===== src/logic/iostp_pkg.sv =====
// constants shared by the interrupted operation stepper
package iostp_pkg;
    // apb register byte offsets
    localparam logic [7:0] CtrlOff = 8'h00;
    localparam logic [7:0] StatusOff = 8'h04;
    localparam logic [7:0] IntStatOff = 8'h08;
    localparam logic [7:0] IntMaskOff = 8'h0c;

    // control register fields
    localparam int CtrlModeLsb = 0;
    localparam int CtrlModeW = 3;
    localparam int CtrlOverrideBit = 3;
    localparam int CtrlRetainBit = 4;
    localparam logic [4:0] CtrlReset = 5'h00;

    // status register fields
    localparam int StatStopBit = 0;
    localparam int StatToABit = 1;
    localparam int StatToBBit = 2;
    localparam int StatErrPendBit = 3;
    localparam int StatModeLsb = 4;

    // interrupt bits, same layout in status and mask
    localparam int IntW = 3;
    localparam int IntHaltBit = 0;
    localparam int IntCmpErrBit = 1;
    localparam int IntErrBit = 2;
    localparam logic [IntW-1:0] IntMaskReset = 3'h0;

    // number of duplicated time-out flip-flops
    localparam int DupCount = 2;

    // segment size chosen by the selector
    typedef enum logic [2:0] {
        ModeContinuous = 3'b000,
        ModeStep = 3'b001,
        ModeAddition = 3'b010,
        ModeOperation = 3'b011,
        ModeInstruction = 3'b100
    } iostp_mode_t;
endpackage


===== src/logic/iostp_timeout_ff.sv =====
// one copy of the duplicated time-out flip-flop
`timescale 1ns/1ns
module iostp_timeout_ff (
    input wire logic clk,
    input wire logic rstN,
    input wire logic setPulse,
    input wire logic restorePulse,
    input wire logic restoreBlock,
    output logic timeOut
);
    logic timeOut_q;
    logic timeOut_d;

    // set wins over a restore in the same cycle
    always_comb begin
        timeOut_d = timeOut_q;
        if (restorePulse && !restoreBlock) begin
            timeOut_d = 1'b0;
        end
        if (setPulse) begin
            timeOut_d = 1'b1;
        end
    end

    always_ff @(posedge clk or negedge rstN) begin
        if (!rstN) begin
            timeOut_q <= 1'b1;
        end else begin
            timeOut_q <= timeOut_d;
        end
    end

    assign timeOut = timeOut_q;
endmodule


===== src/logic/iostp_stepper.sv =====
// interrupted operation stepper with apb registers and interrupt
//
// Our own choices: the placing of the registers and the APB interface to the registers.
`timescale 1ns/1ns
// Notes on behaviour
// - segment done sets stop, blocks time-out restore
// - step mode halts on each counter step
// - addition mode halts after each minor cycle
// - operation mode halts on time-out, after all words
// - start bar runs one more segment
// - center position runs with no segment halts
// - instruction mode halts in time out
// - duplicate time-out flip-flops, flag divergence
// - error halts at next time out
// - override keeps errors from halting
// - retained instruction repeats in continuous mode
module iostp_stepper (
    input wire logic core_clk,
    input wire logic arst_n,
    input wire logic psel,
    input wire logic penable,
    input wire logic pwrite,
    input wire logic [7:0] paddr,
    input wire logic [31:0] pwdata,
    output logic [31:0] prdata,
    output logic pready,
    output logic pslverr,
    input wire logic pcStep,
    input wire logic minorCycleDone,
    input wire logic timeOutSet,
    input wire logic timeOutRestore,
    input wire logic multiwordBusy,
    input wire logic errorDetected,
    input wire logic startBar,
    output logic haltReq,
    output logic timeOutA,
    output logic timeOutB,
    output logic compareError,
    output logic reloadStatic,
    output logic irq
);
    logic [1:0] rstSync_q;
    logic rstN;

    localparam int IntWidth = iostp_pkg::IntW;

    logic [4:0] ctrl_q;
    logic [IntWidth-1:0] intStat_q;
    logic [IntWidth-1:0] intStat_d;
    logic [IntWidth-1:0] intMask_q;
    logic [31:0] prdata_q;
    logic pready_q;
    logic pslverr_q;
    logic irq_q;

    iostp_pkg::iostp_mode_t modeSync_q;
    logic stop_q;
    logic stop_d;
    logic errPend_q;
    logic errPend_d;
    logic cmpErr_q;
    logic reload_q;
    logic [iostp_pkg::DupCount-1:0] dupTimeOut;

    // reset release through two flops
    always_ff @(posedge core_clk or negedge arst_n) begin
        if (!arst_n) begin
            rstSync_q <= 2'h0;
        end else begin
            rstSync_q <= {rstSync_q[0], 1'b1};
        end
    end
    assign rstN = rstSync_q[1];

    // ---- apb decode ----
    wire setupPhase = psel && !penable;
    wire writeTaken = psel && penable && pready_q && pwrite;
    wire hitCtrl = paddr == iostp_pkg::CtrlOff;
    wire hitStatus = paddr == iostp_pkg::StatusOff;
    wire hitIntStat = paddr == iostp_pkg::IntStatOff;
    wire hitIntMask = paddr == iostp_pkg::IntMaskOff;
    wire hitAny = hitCtrl || hitStatus || hitIntStat || hitIntMask;
    wire wrCtrl = writeTaken && hitCtrl;
    wire wrIntStat = writeTaken && hitIntStat;
    wire wrIntMask = writeTaken && hitIntMask;

    wire [31:0] statusWord = {
        25'h0000000,
        modeSync_q,
        errPend_q,
        dupTimeOut[1],
        dupTimeOut[0],
        stop_q
    };

    wire [31:0] readMux =
        hitCtrl ? {27'h0000000, ctrl_q} :
        hitStatus ? statusWord :
        hitIntStat ? {29'h00000000, intStat_q} :
        hitIntMask ? {29'h00000000, intMask_q} :
        32'h00000000;

    // answer is ready in the first access cycle; status read is a
    // snapshot from the setup cycle, one cycle old at completion
    always_ff @(posedge core_clk or negedge rstN) begin
        if (!rstN) begin
            pready_q <= 1'b0;
            prdata_q <= 32'h00000000;
            pslverr_q <= 1'b0;
        end else begin
            pready_q <= setupPhase;
            if (setupPhase) begin
                prdata_q <= pwrite ? 32'h00000000 : readMux;
                pslverr_q <= !hitAny;
            end
        end
    end

    always_ff @(posedge core_clk or negedge rstN) begin
        if (!rstN) begin
            ctrl_q <= iostp_pkg::CtrlReset;
            intMask_q <= iostp_pkg::IntMaskReset;
        end else begin
            if (wrCtrl) begin
                ctrl_q <= pwdata[4:0];
            end
            if (wrIntMask) begin
                intMask_q <= pwdata[IntWidth-1:0];
            end
        end
    end

    wire [2:0] ctrlMode =
        ctrl_q[iostp_pkg::CtrlModeLsb +: iostp_pkg::CtrlModeW];
    wire overrideOn = ctrl_q[iostp_pkg::CtrlOverrideBit];
    wire retainOn = ctrl_q[iostp_pkg::CtrlRetainBit];

    // selector resampled only while in time out
    // a selector change mid-instruction cannot reach one copy of the
    // time-out logic before the other; it waits for the next time out
    wire bothInTimeOut = &dupTimeOut;
    always_ff @(posedge core_clk or negedge rstN) begin
        if (!rstN) begin
            modeSync_q <= iostp_pkg::ModeContinuous;
        end else if (bothInTimeOut && !timeOutRestore) begin
            unique case (ctrlMode)
                3'b001: modeSync_q <= iostp_pkg::ModeStep;
                3'b010: modeSync_q <= iostp_pkg::ModeAddition;
                3'b011: modeSync_q <= iostp_pkg::ModeOperation;
                3'b100: modeSync_q <= iostp_pkg::ModeInstruction;
                default: modeSync_q <= iostp_pkg::ModeContinuous;
            endcase
        end
    end

    // ---- segment end detection ----
    logic segmentDone;
    always_comb begin
        segmentDone = 1'b0;
        unique case (modeSync_q)
            iostp_pkg::ModeStep: segmentDone = pcStep;
            iostp_pkg::ModeAddition: segmentDone = minorCycleDone;
            iostp_pkg::ModeOperation: segmentDone = timeOutSet &&
                !multiwordBusy;
            iostp_pkg::ModeInstruction: segmentDone = timeOutSet;
            iostp_pkg::ModeContinuous: segmentDone = 1'b0;
            default: segmentDone = 1'b0;
        endcase
    end

    // error waits for the next time out
    wire errorStop = (errPend_q || errorDetected) && timeOutSet &&
        !overrideOn;

    always_comb begin
        errPend_d = errPend_q;
        if (startBar) begin
            errPend_d = 1'b0;
        end
        if (errorDetected && !overrideOn) begin
            errPend_d = 1'b1;
        end
        if (overrideOn) begin
            errPend_d = 1'b0;
        end
    end

    // start bar releases stop for one segment
    always_comb begin
        stop_d = stop_q;
        if (startBar) begin
            stop_d = 1'b0;
        end
        if (segmentDone || errorStop) begin
            stop_d = 1'b1;
        end
    end

    always_ff @(posedge core_clk or negedge rstN) begin
        if (!rstN) begin
            stop_q <= 1'b1;
            errPend_q <= 1'b0;
        end else begin
            stop_q <= stop_d;
            errPend_q <= errPend_d;
        end
    end

    // stop blocks the restoring input of every copy
    genvar gi;
    generate
        for (gi = 0; gi < iostp_pkg::DupCount; gi++) begin : gDup
            iostp_timeout_ff uTimeOut (
                .clk(core_clk),
                .rstN(rstN),
                .setPulse(timeOutSet),
                .restorePulse(timeOutRestore),
                .restoreBlock(stop_q),
                .timeOut(dupTimeOut[gi])
            );
        end
    endgenerate

    // copies that disagree flag a comparison error
    wire dupMismatch = dupTimeOut[0] != dupTimeOut[1];

    // repeat the retained instruction on each restore in continuous mode
    wire restoreTaken = timeOutRestore && !stop_q && bothInTimeOut;
    wire reloadNow = restoreTaken && retainOn &&
        modeSync_q == iostp_pkg::ModeContinuous;

    always_ff @(posedge core_clk or negedge rstN) begin
        if (!rstN) begin
            cmpErr_q <= 1'b0;
            reload_q <= 1'b0;
        end else begin
            cmpErr_q <= dupMismatch;
            reload_q <= reloadNow;
        end
    end

    // ---- interrupt status, write one to clear, set wins ----
    wire haltEvent = stop_d && !stop_q;
    wire [IntWidth-1:0] intEvents = {errorDetected, dupMismatch, haltEvent};
    wire [IntWidth-1:0] intClear =
        wrIntStat ? pwdata[IntWidth-1:0] : {IntWidth{1'b0}};

    always_comb begin
        intStat_d = (intStat_q & ~intClear) | intEvents;
    end

    always_ff @(posedge core_clk or negedge rstN) begin
        if (!rstN) begin
            intStat_q <= {IntWidth{1'b0}};
            irq_q <= 1'b0;
        end else begin
            intStat_q <= intStat_d;
            irq_q <= |(intStat_d & intMask_q);
        end
    end

    assign prdata = prdata_q;
    assign pready = pready_q;
    assign pslverr = pslverr_q;
    assign haltReq = stop_q;
    assign timeOutA = dupTimeOut[0];
    assign timeOutB = dupTimeOut[1];
    assign compareError = cmpErr_q;
    assign reloadStatic = reload_q;
    assign irq = irq_q;
endmodule


===== config.mk =====
export PLATFORM = sky130hd
export DESIGN_NAME = iostp_stepper
export DESIGN_NICKNAME = d
export VERILOG_FILES = /design/src/logic/iostp_pkg.sv /design/src/logic/iostp_timeout_ff.sv /design/src/logic/iostp_stepper.sv
export SDC_FILE = /design/constraint.sdc
export NUM_CORES = 1
export LEC_CHECK = 0
export BUFFER_PORTS_ARGS = -buffer_cell sky130_fd_sc_hd__buf_2
export CELL_PAD_IN_SITES_DETAIL_PLACEMENT = 1
export CELL_PAD_IN_SITES_GLOBAL_PLACEMENT = 2
export CORE_MARGIN = 4
export CORE_UTILIZATION = 27
export CTS_CLUSTER_DIAMETER = 80
export DETAILED_ROUTE_END_ITERATION = 8
export HOLD_SLACK_MARGIN = 0.05
export PLACE_DENSITY_LB_ADDON = 0.1
export RECOVER_POWER = 100
export SYNTH_ARGS = -nofsm -noshare
export SYNTH_HDL_FRONTEND = slang
export SYNTH_SLANG_ARGS = --single-unit

===== constraint.sdc =====
create_clock -name core_clk -period 1.65 [get_ports core_clk]
set_input_delay 0.495 -clock core_clk [delete_from_list [all_inputs] [get_ports core_clk]]
set_output_delay 0.495 -clock core_clk [all_outputs]
set_load 0.005 [all_outputs]

==> results of run 1 <==
[kinds of logic (layout without fill, tap and decap cells)]
group / Yosys count / count (layout) / synth area share (%)
multiplexers: 13 / 13 / 11.1
AND/OR/NAND/NOR: 39 / 39 / 14.6
AO/OA/AOI/OAI: 26 / 26 / 11.5
other: 2 / 27 / 0.467
buffers and inverters: 38 / 67 / 15.5
flip-flops: 30 / 30 / 46.9
[stage by stage]
step | cells | instance area [um^2] | worst slack [ps] | setup TNS (ps)
after CTS | 274 | 1970 | 34.1 | 0
after global routing | 274 | 1940 | 10.7 | 0
after global placement | 265 | 1860 | -252 | -2450
after detailed placement | 265 | 1860 | -259 | -2730
final | 274 | 1940 | 72.0 | 0
after floorplan | 173 | 1710 | -24.1 | -72.2
[path summary, 6_finish.rpt]
path	end	slack, ps	depth (start not counted)
max reg2reg	irq	120	4
min in group asynchronous	intMask_q[1]	380	1
min reg2reg	rstSync_q[1]	350	0
max in group asynchronous	prdata[3]	800	1
max	intMask_q[2]	70	5
min	rstSync_q[1]	350	0
[final cells by class]
class,count,area (um^2),share of cell area (%)
Clock inverter,1,5.00,0.259
Sequential cell,30,753,38.9
Multi-Input combinational cell,105,703,36.3
Clock buffer,7,86.3,4.46
Tap cell,72,90.1,4.65
Timing Repair Buffer,52,272,14.0
Inverter,7,26.3,1.36
[flip-flops by register name, summed over array words and instances, names as in the netlist]
register and count:
ctrl_q 5, pslverr 1, modeSync_q 3, rstSync_q 2, errPend_q 1, haltReq 1
reloadStatic 1, prdata 7, intStat_q 3, intMask_q 3, pready 1, irq 1
gDup.uTimeOut.timeOut 1
[cell usage after synthesis, drive strengths merged (3+ instances only)]
cell,count,area share [%]
mux2,8,5.6
o21ai,4,1.2
buf,29,13
nand2b,6,2.3
inv,7,1.6
mux4,3,4.2
nand2,12,2.8
a21oi,4,1.2
o31ai,3,1.4
nor2,5,1.2
dfrtp,28,44
[per-layer routing]
layer / GRT usage, % / vias up / wire length [um]
li1: - / 568 / -
met1: 14.6 / 577 / 1690
met2: 19.8 / 27 / 2010
met3: 3.40 / 4 / 218
met4: 3.02 / 0 / 34
met5: 0 / - / 0
[critical path, delay by kind of cell]
kind	cells	cell delay, ps
muxes	1	340
buffers and inverters	1	90
and+or+nand+nor	3	810
[power by group through the flow]
stage               combinational, W  clock, W  sequential, W
floorplan                   0.000124         0       0.000787
global placement            0.000164         0       0.000780
detailed placement          0.000166         0       0.000781
CTS                         0.000168  0.000630       0.000767
global route                0.000187  0.000673       0.000768
finish                      0.000162  0.000605       0.000766
[timing repair]
| item | in CTS | in global routing |
|---|---|---|
| hold buffers | 1 | 0 |
| hold endpoints to repair | 2 | 0 |
| setup endpoints to repair | 0 | 1 |
==> results_dict.tcl, run 1 <==
set metrics [dict create \
    cts_setup_buffers 0 \
    die_area_um2 7250 \
    io_pins 92 \
    clk_latency_ps 280 \
    p_sw_share_pct 24.5 \
    grt_pass1_vias 1293 \
    grt_usage_pct 11.7 \
    numCtsBuffers 5 \
    hold_viol_final 0 \
    finalWirelength_um 3950 \
    critPathMaxStageDelay_ps 340 \
    gp_congestion 0.707 \
    htreeDepth 2 \
    p_seq_share_pct 50.0 \
    period_minus_slack_ps 1580 \
    cp_cell_sequence "clkbuf_1, nor4_4, and3_4, and3_2, mux2_2" \
    fmax_mhz 634 \
    ctsResizeCount 0 \
    die_x_um 85.1 \
    die_h_um 85.1 \
    intPower_w 0.00116 \
    drc 0 \
    ir_worst_vdd_uv 423 \
    cellPowerDensity_nw_per_um2 792 \
    grt_overflow 0 \
    start_util_pct 28.5 \
    slew_violations 0 \
    rows 27 \
    fillers 681 \
    antenna_cells 0 \
    p_clk_share_pct 39.5 \
    arrival_ps 1740 \
    run_status "finished, final reports clean" \
    synth-seq-cells 30 \
    setup_viol 0 \
    min_from "rstSync_q[0]" \
    synth_warnings 0 \
    syn_to_final_growth_pct 20.5 \
    rsz0062_at_grt "no" \
    wire_per_inst_um 14.4 \
    vias_per_cell 4.29 \
    yosysSeqAreaShare_pct 46.9 \
    synth_cell_types 39 \
    finClkSkew_ps 9.89 \
    synth_area_per_cell_um2 10.9 \
    power_switching_w 0.000375 \
    grt_pass1_wl_um 6690 \
    worst_hold_slack_ps 354 \
    drt_iter0_markers 42 \
    core-area_um2 5640 \
    cp_slowest_cell "mux2_2" \
    power.total_w 0.00153 \
    ant_nets 0 \
    crit_start "paddr[1]" \
    p_comb_share_pct 10.6 \
    cp_data_required_time_ps 1810 \
    drive_above_1_share_pct 32.2 \
    final_common_cell "buf_2" \
    clkTransAtPathRegs_ps 60 \
    cap_violations 0 \
    async_flop_share_pct 100 \
    syn_area_um2 1610 \
    tritoncts "built" \
    antenna_found_initial 0 \
    cts_buffer_depth 2 \
    clock_sinks 30 \
    worstSetupPathType "in2reg" \
    slew_headroom_pct 52.1 \
    worst_pin_slew_ps 718 \
    port_buffers 38 \
    endpoint_kind "flip-flop" \
    grt_start_max_net_pins 29 \
    drtPass1Iterations 4 \
    vias 1176 \
    hold_path_class "reg2reg" \
    p_leak_nw 0.958 \
    period_share_pct 95.6 \
    r2r-start "modeSync_q[1]" \
    dp_hpwl_um 3170 \
    synth_edf_count 0 \
    layout_common_cells "31 x buf_2, 28 x dfrtp_1, 27 x conb_1" \
    synthFlopType "dfrtp_1" \
    clock-root-buffer "clkbuf_8" \
    crit_fanout 4 \
    synth_cells 148 \
    post-route-util_pct 34.3 \
    start_kind "primary input" \
    nets 253 \
]
Power figures use the tool's default switching activity.
==> run 2: changes to the inputs <==
CELL_PAD_IN_SITES_DETAIL_PLACEMENT = 0   (was 1)
CELL_PAD_IN_SITES_GLOBAL_PLACEMENT = 1   (was 2)
CORE_UTILIZATION = 34   (was 27)
==> run 2 against run 1 <==
Against the previous run: global-route usage increased by 1.2 points; register-to-register slack better by 20 ps; clock power up 19%; critical endpoint is now intMask_q[0].
==> results_dict.tcl, run 2 (synthesized netlist as in run 1, its figures left out) <==
set metrics [dict create \
    p_leak_nw 0.988 \
    grt_pass1_vias 1235 \
    rsz0062_at_grt "no" \
    cap_violations 0 \
    vias 1179 \
    htreeDepth 2 \
    cp_data_required_time_ps 1810 \
    antenna_cells 0 \
    finClkSkew_ps 3.60 \
    cp_slowest_cell "nor4_4" \
    r2r_slack_ps 140 \
    ant_nets 0 \
    arrival_ps 1730 \
    period_share_pct 95.4 \
    drt_iter0_markers 38 \
    wire_per_inst_um 13.8 \
    grt_start_max_net_pins 29 \
    final_common_cell "buf_2" \
    die_x_um 76.7 \
    worstSetupPathType "in2reg" \
    cts_buffer_depth 2 \
    core-area_um2 4470 \
    crit_fanout 4 \
    critical_path_buf_inv_count 1 \
    start_kind "primary input" \
    min_from "rstSync_q[0]" \
    setup_viol 0 \
    endpoint_kind "flip-flop" \
    r2r-start "modeSync_q[1]" \
    largest_reg_flops 7 \
    min_to "rstSync_q[1]" \
    r2r_cells 4 \
    tns_ps 0 \
    fillers 452 \
    gp_congestion 0.768 \
    power.total_w 0.00165 \
    layout_common_cells "33 x buf_2, 28 x dfrtp_1, 27 x conb_1" \
    die_area_um2 5890 \
    hold_viol_final 0 \
    finalWirelength_um 3540 \
    die_h_um 76.7 \
    syn_to_final_growth_pct 21.7 \
    grt_pass1_wl_um 6030 \
    cp_top_family "simple AND/OR/NAND/NOR gates" \
    ir_worst_vdd_uv 428 \
    hold_depth 0 \
    tritoncts "built" \
    drive_above_1_share_pct 35.8 \
    antenna_found_initial 0 \
    cellPowerDensity_nw_per_um2 845 \
    cp_common_cell "and3_4" \
    worst_pin_slew_ps 718 \
    rows 24 \
    critPathMaxStageDelay_ps 340 \
    slew_headroom_pct 52.1 \
    drtPass1Iterations 4 \
    r2r_end "irq" \
    hold_path_class "reg2reg" \
    grt_usage_pct 13.0 \
    start_util_pct 35.9 \
    drc 0 \
    period_minus_slack_ps 1570 \
    clock_sinks 30 \
    run_status "finished, final reports clean" \
    fmax_mhz 636 \
    cp_cell_sequence "clkbuf_1, nor4_4, and3_4, and3_4, mux2_2" \
    grt_overflow 0 \
    clock-root-buffer "clkbuf_8" \
    numCtsBuffers 5 \
    clk_latency_ps 280 \
    dp_hpwl_um 2870 \
    slew_violations 0 \
    vias_per_cell 4.61 \
    nets 255 \
    port_buffers 38 \
    io_pins 92 \
    clkTransAtPathRegs_ps 60 \
]
-- run 2: stage by stage --
stage / utilization [%] / instances / cell area (um^2) / setup WS, ps / hold WS [ps]
global route: 43.7 / 256 / 1960 / 25.5 / 376
floorplan: - / 173 / 1710 / -24.1 / 199
finish: 43.7 / 256 / 1960 / 76.7 / 358
detailed placement: 41.4 / 247 / 1850 / -233 / 261
CTS: 44.1 / 256 / 1970 / 70.6 / 268
global placement: 41.4 / 247 / 1850 / -218 / 254
-- run 2: worst max-delay path by stage --
stage	from	end	slack, ps	cells after the start
after detailed placement	paddr[1]	irq	-230	5
after global placement	paddr[1]	irq	-220	5
after CTS	paddr[1]	irq	70	5
final	paddr[1]	intMask_q[0]	80	5
after global routing	modeSync_q[1]	irq	30	4
after floorplan	paddr[1]	intMask_q[0]	-20	4
-- run 2: repair_timing --
action,in CTS,in global routing
setup buffers,0,0
hold buffers,1,0
endpoints found under the setup margin,0,1
hold endpoints to repair,2,0
gates resized for setup,0,1
-- run 2: worst register-to-register path, stage by stage, from the launching register on --
cell and delay [ps]:
dfrtp_1 430, or3b_2 510, a211oi_2 200, a211o_1 150, a221o_1 150
-- run 2: power breakdown --
| group | internal [W] | total (W) | leakage [nW] | switching [W] |
|---|---|---|---|---|
| sequential | 0.000753 | 0.000764 | 0.385 | 0.0000104 |
| combinational | 0.0000728 | 0.000168 | 0.545 | 0.0000954 |
| clock | 0.000444 | 0.000720 | 0.0579 | 0.000277 |
-- run 2: layout make-up --
| type | count | area (um^2) | area share [%] |
|---|---|---|---|
| clock buffer | 5 | 68.8 | 3.52 |
| tap | 52 | 65.1 | 3.33 |
| clock inverter | 3 | 40.0 | 2.05 |
| timing repair buffer | 54 | 290 | 14.8 |
| multi-input combinational | 105 | 712 | 36.4 |
| inverter | 7 | 26.3 | 1.34 |
| sequential | 30 | 753 | 38.5 |
-- run 2: routing by layer --
| metal | global-route usage [%] | vias to the layer above | part of all wire, % | wire, um |
|---|---|---|---|---|
| met5 | 0 | - | 0 | 0 |
| met4 | 4.35 | 0 | 1.3 | 46 |
| met2 | 21.7 | 37 | 50 | 1770 |
| met1 | 15.8 | 564 | 43 | 1520 |
| li1 | - | 571 | - | - |
| met3 | 3.86 | 7 | 5.7 | 201 |
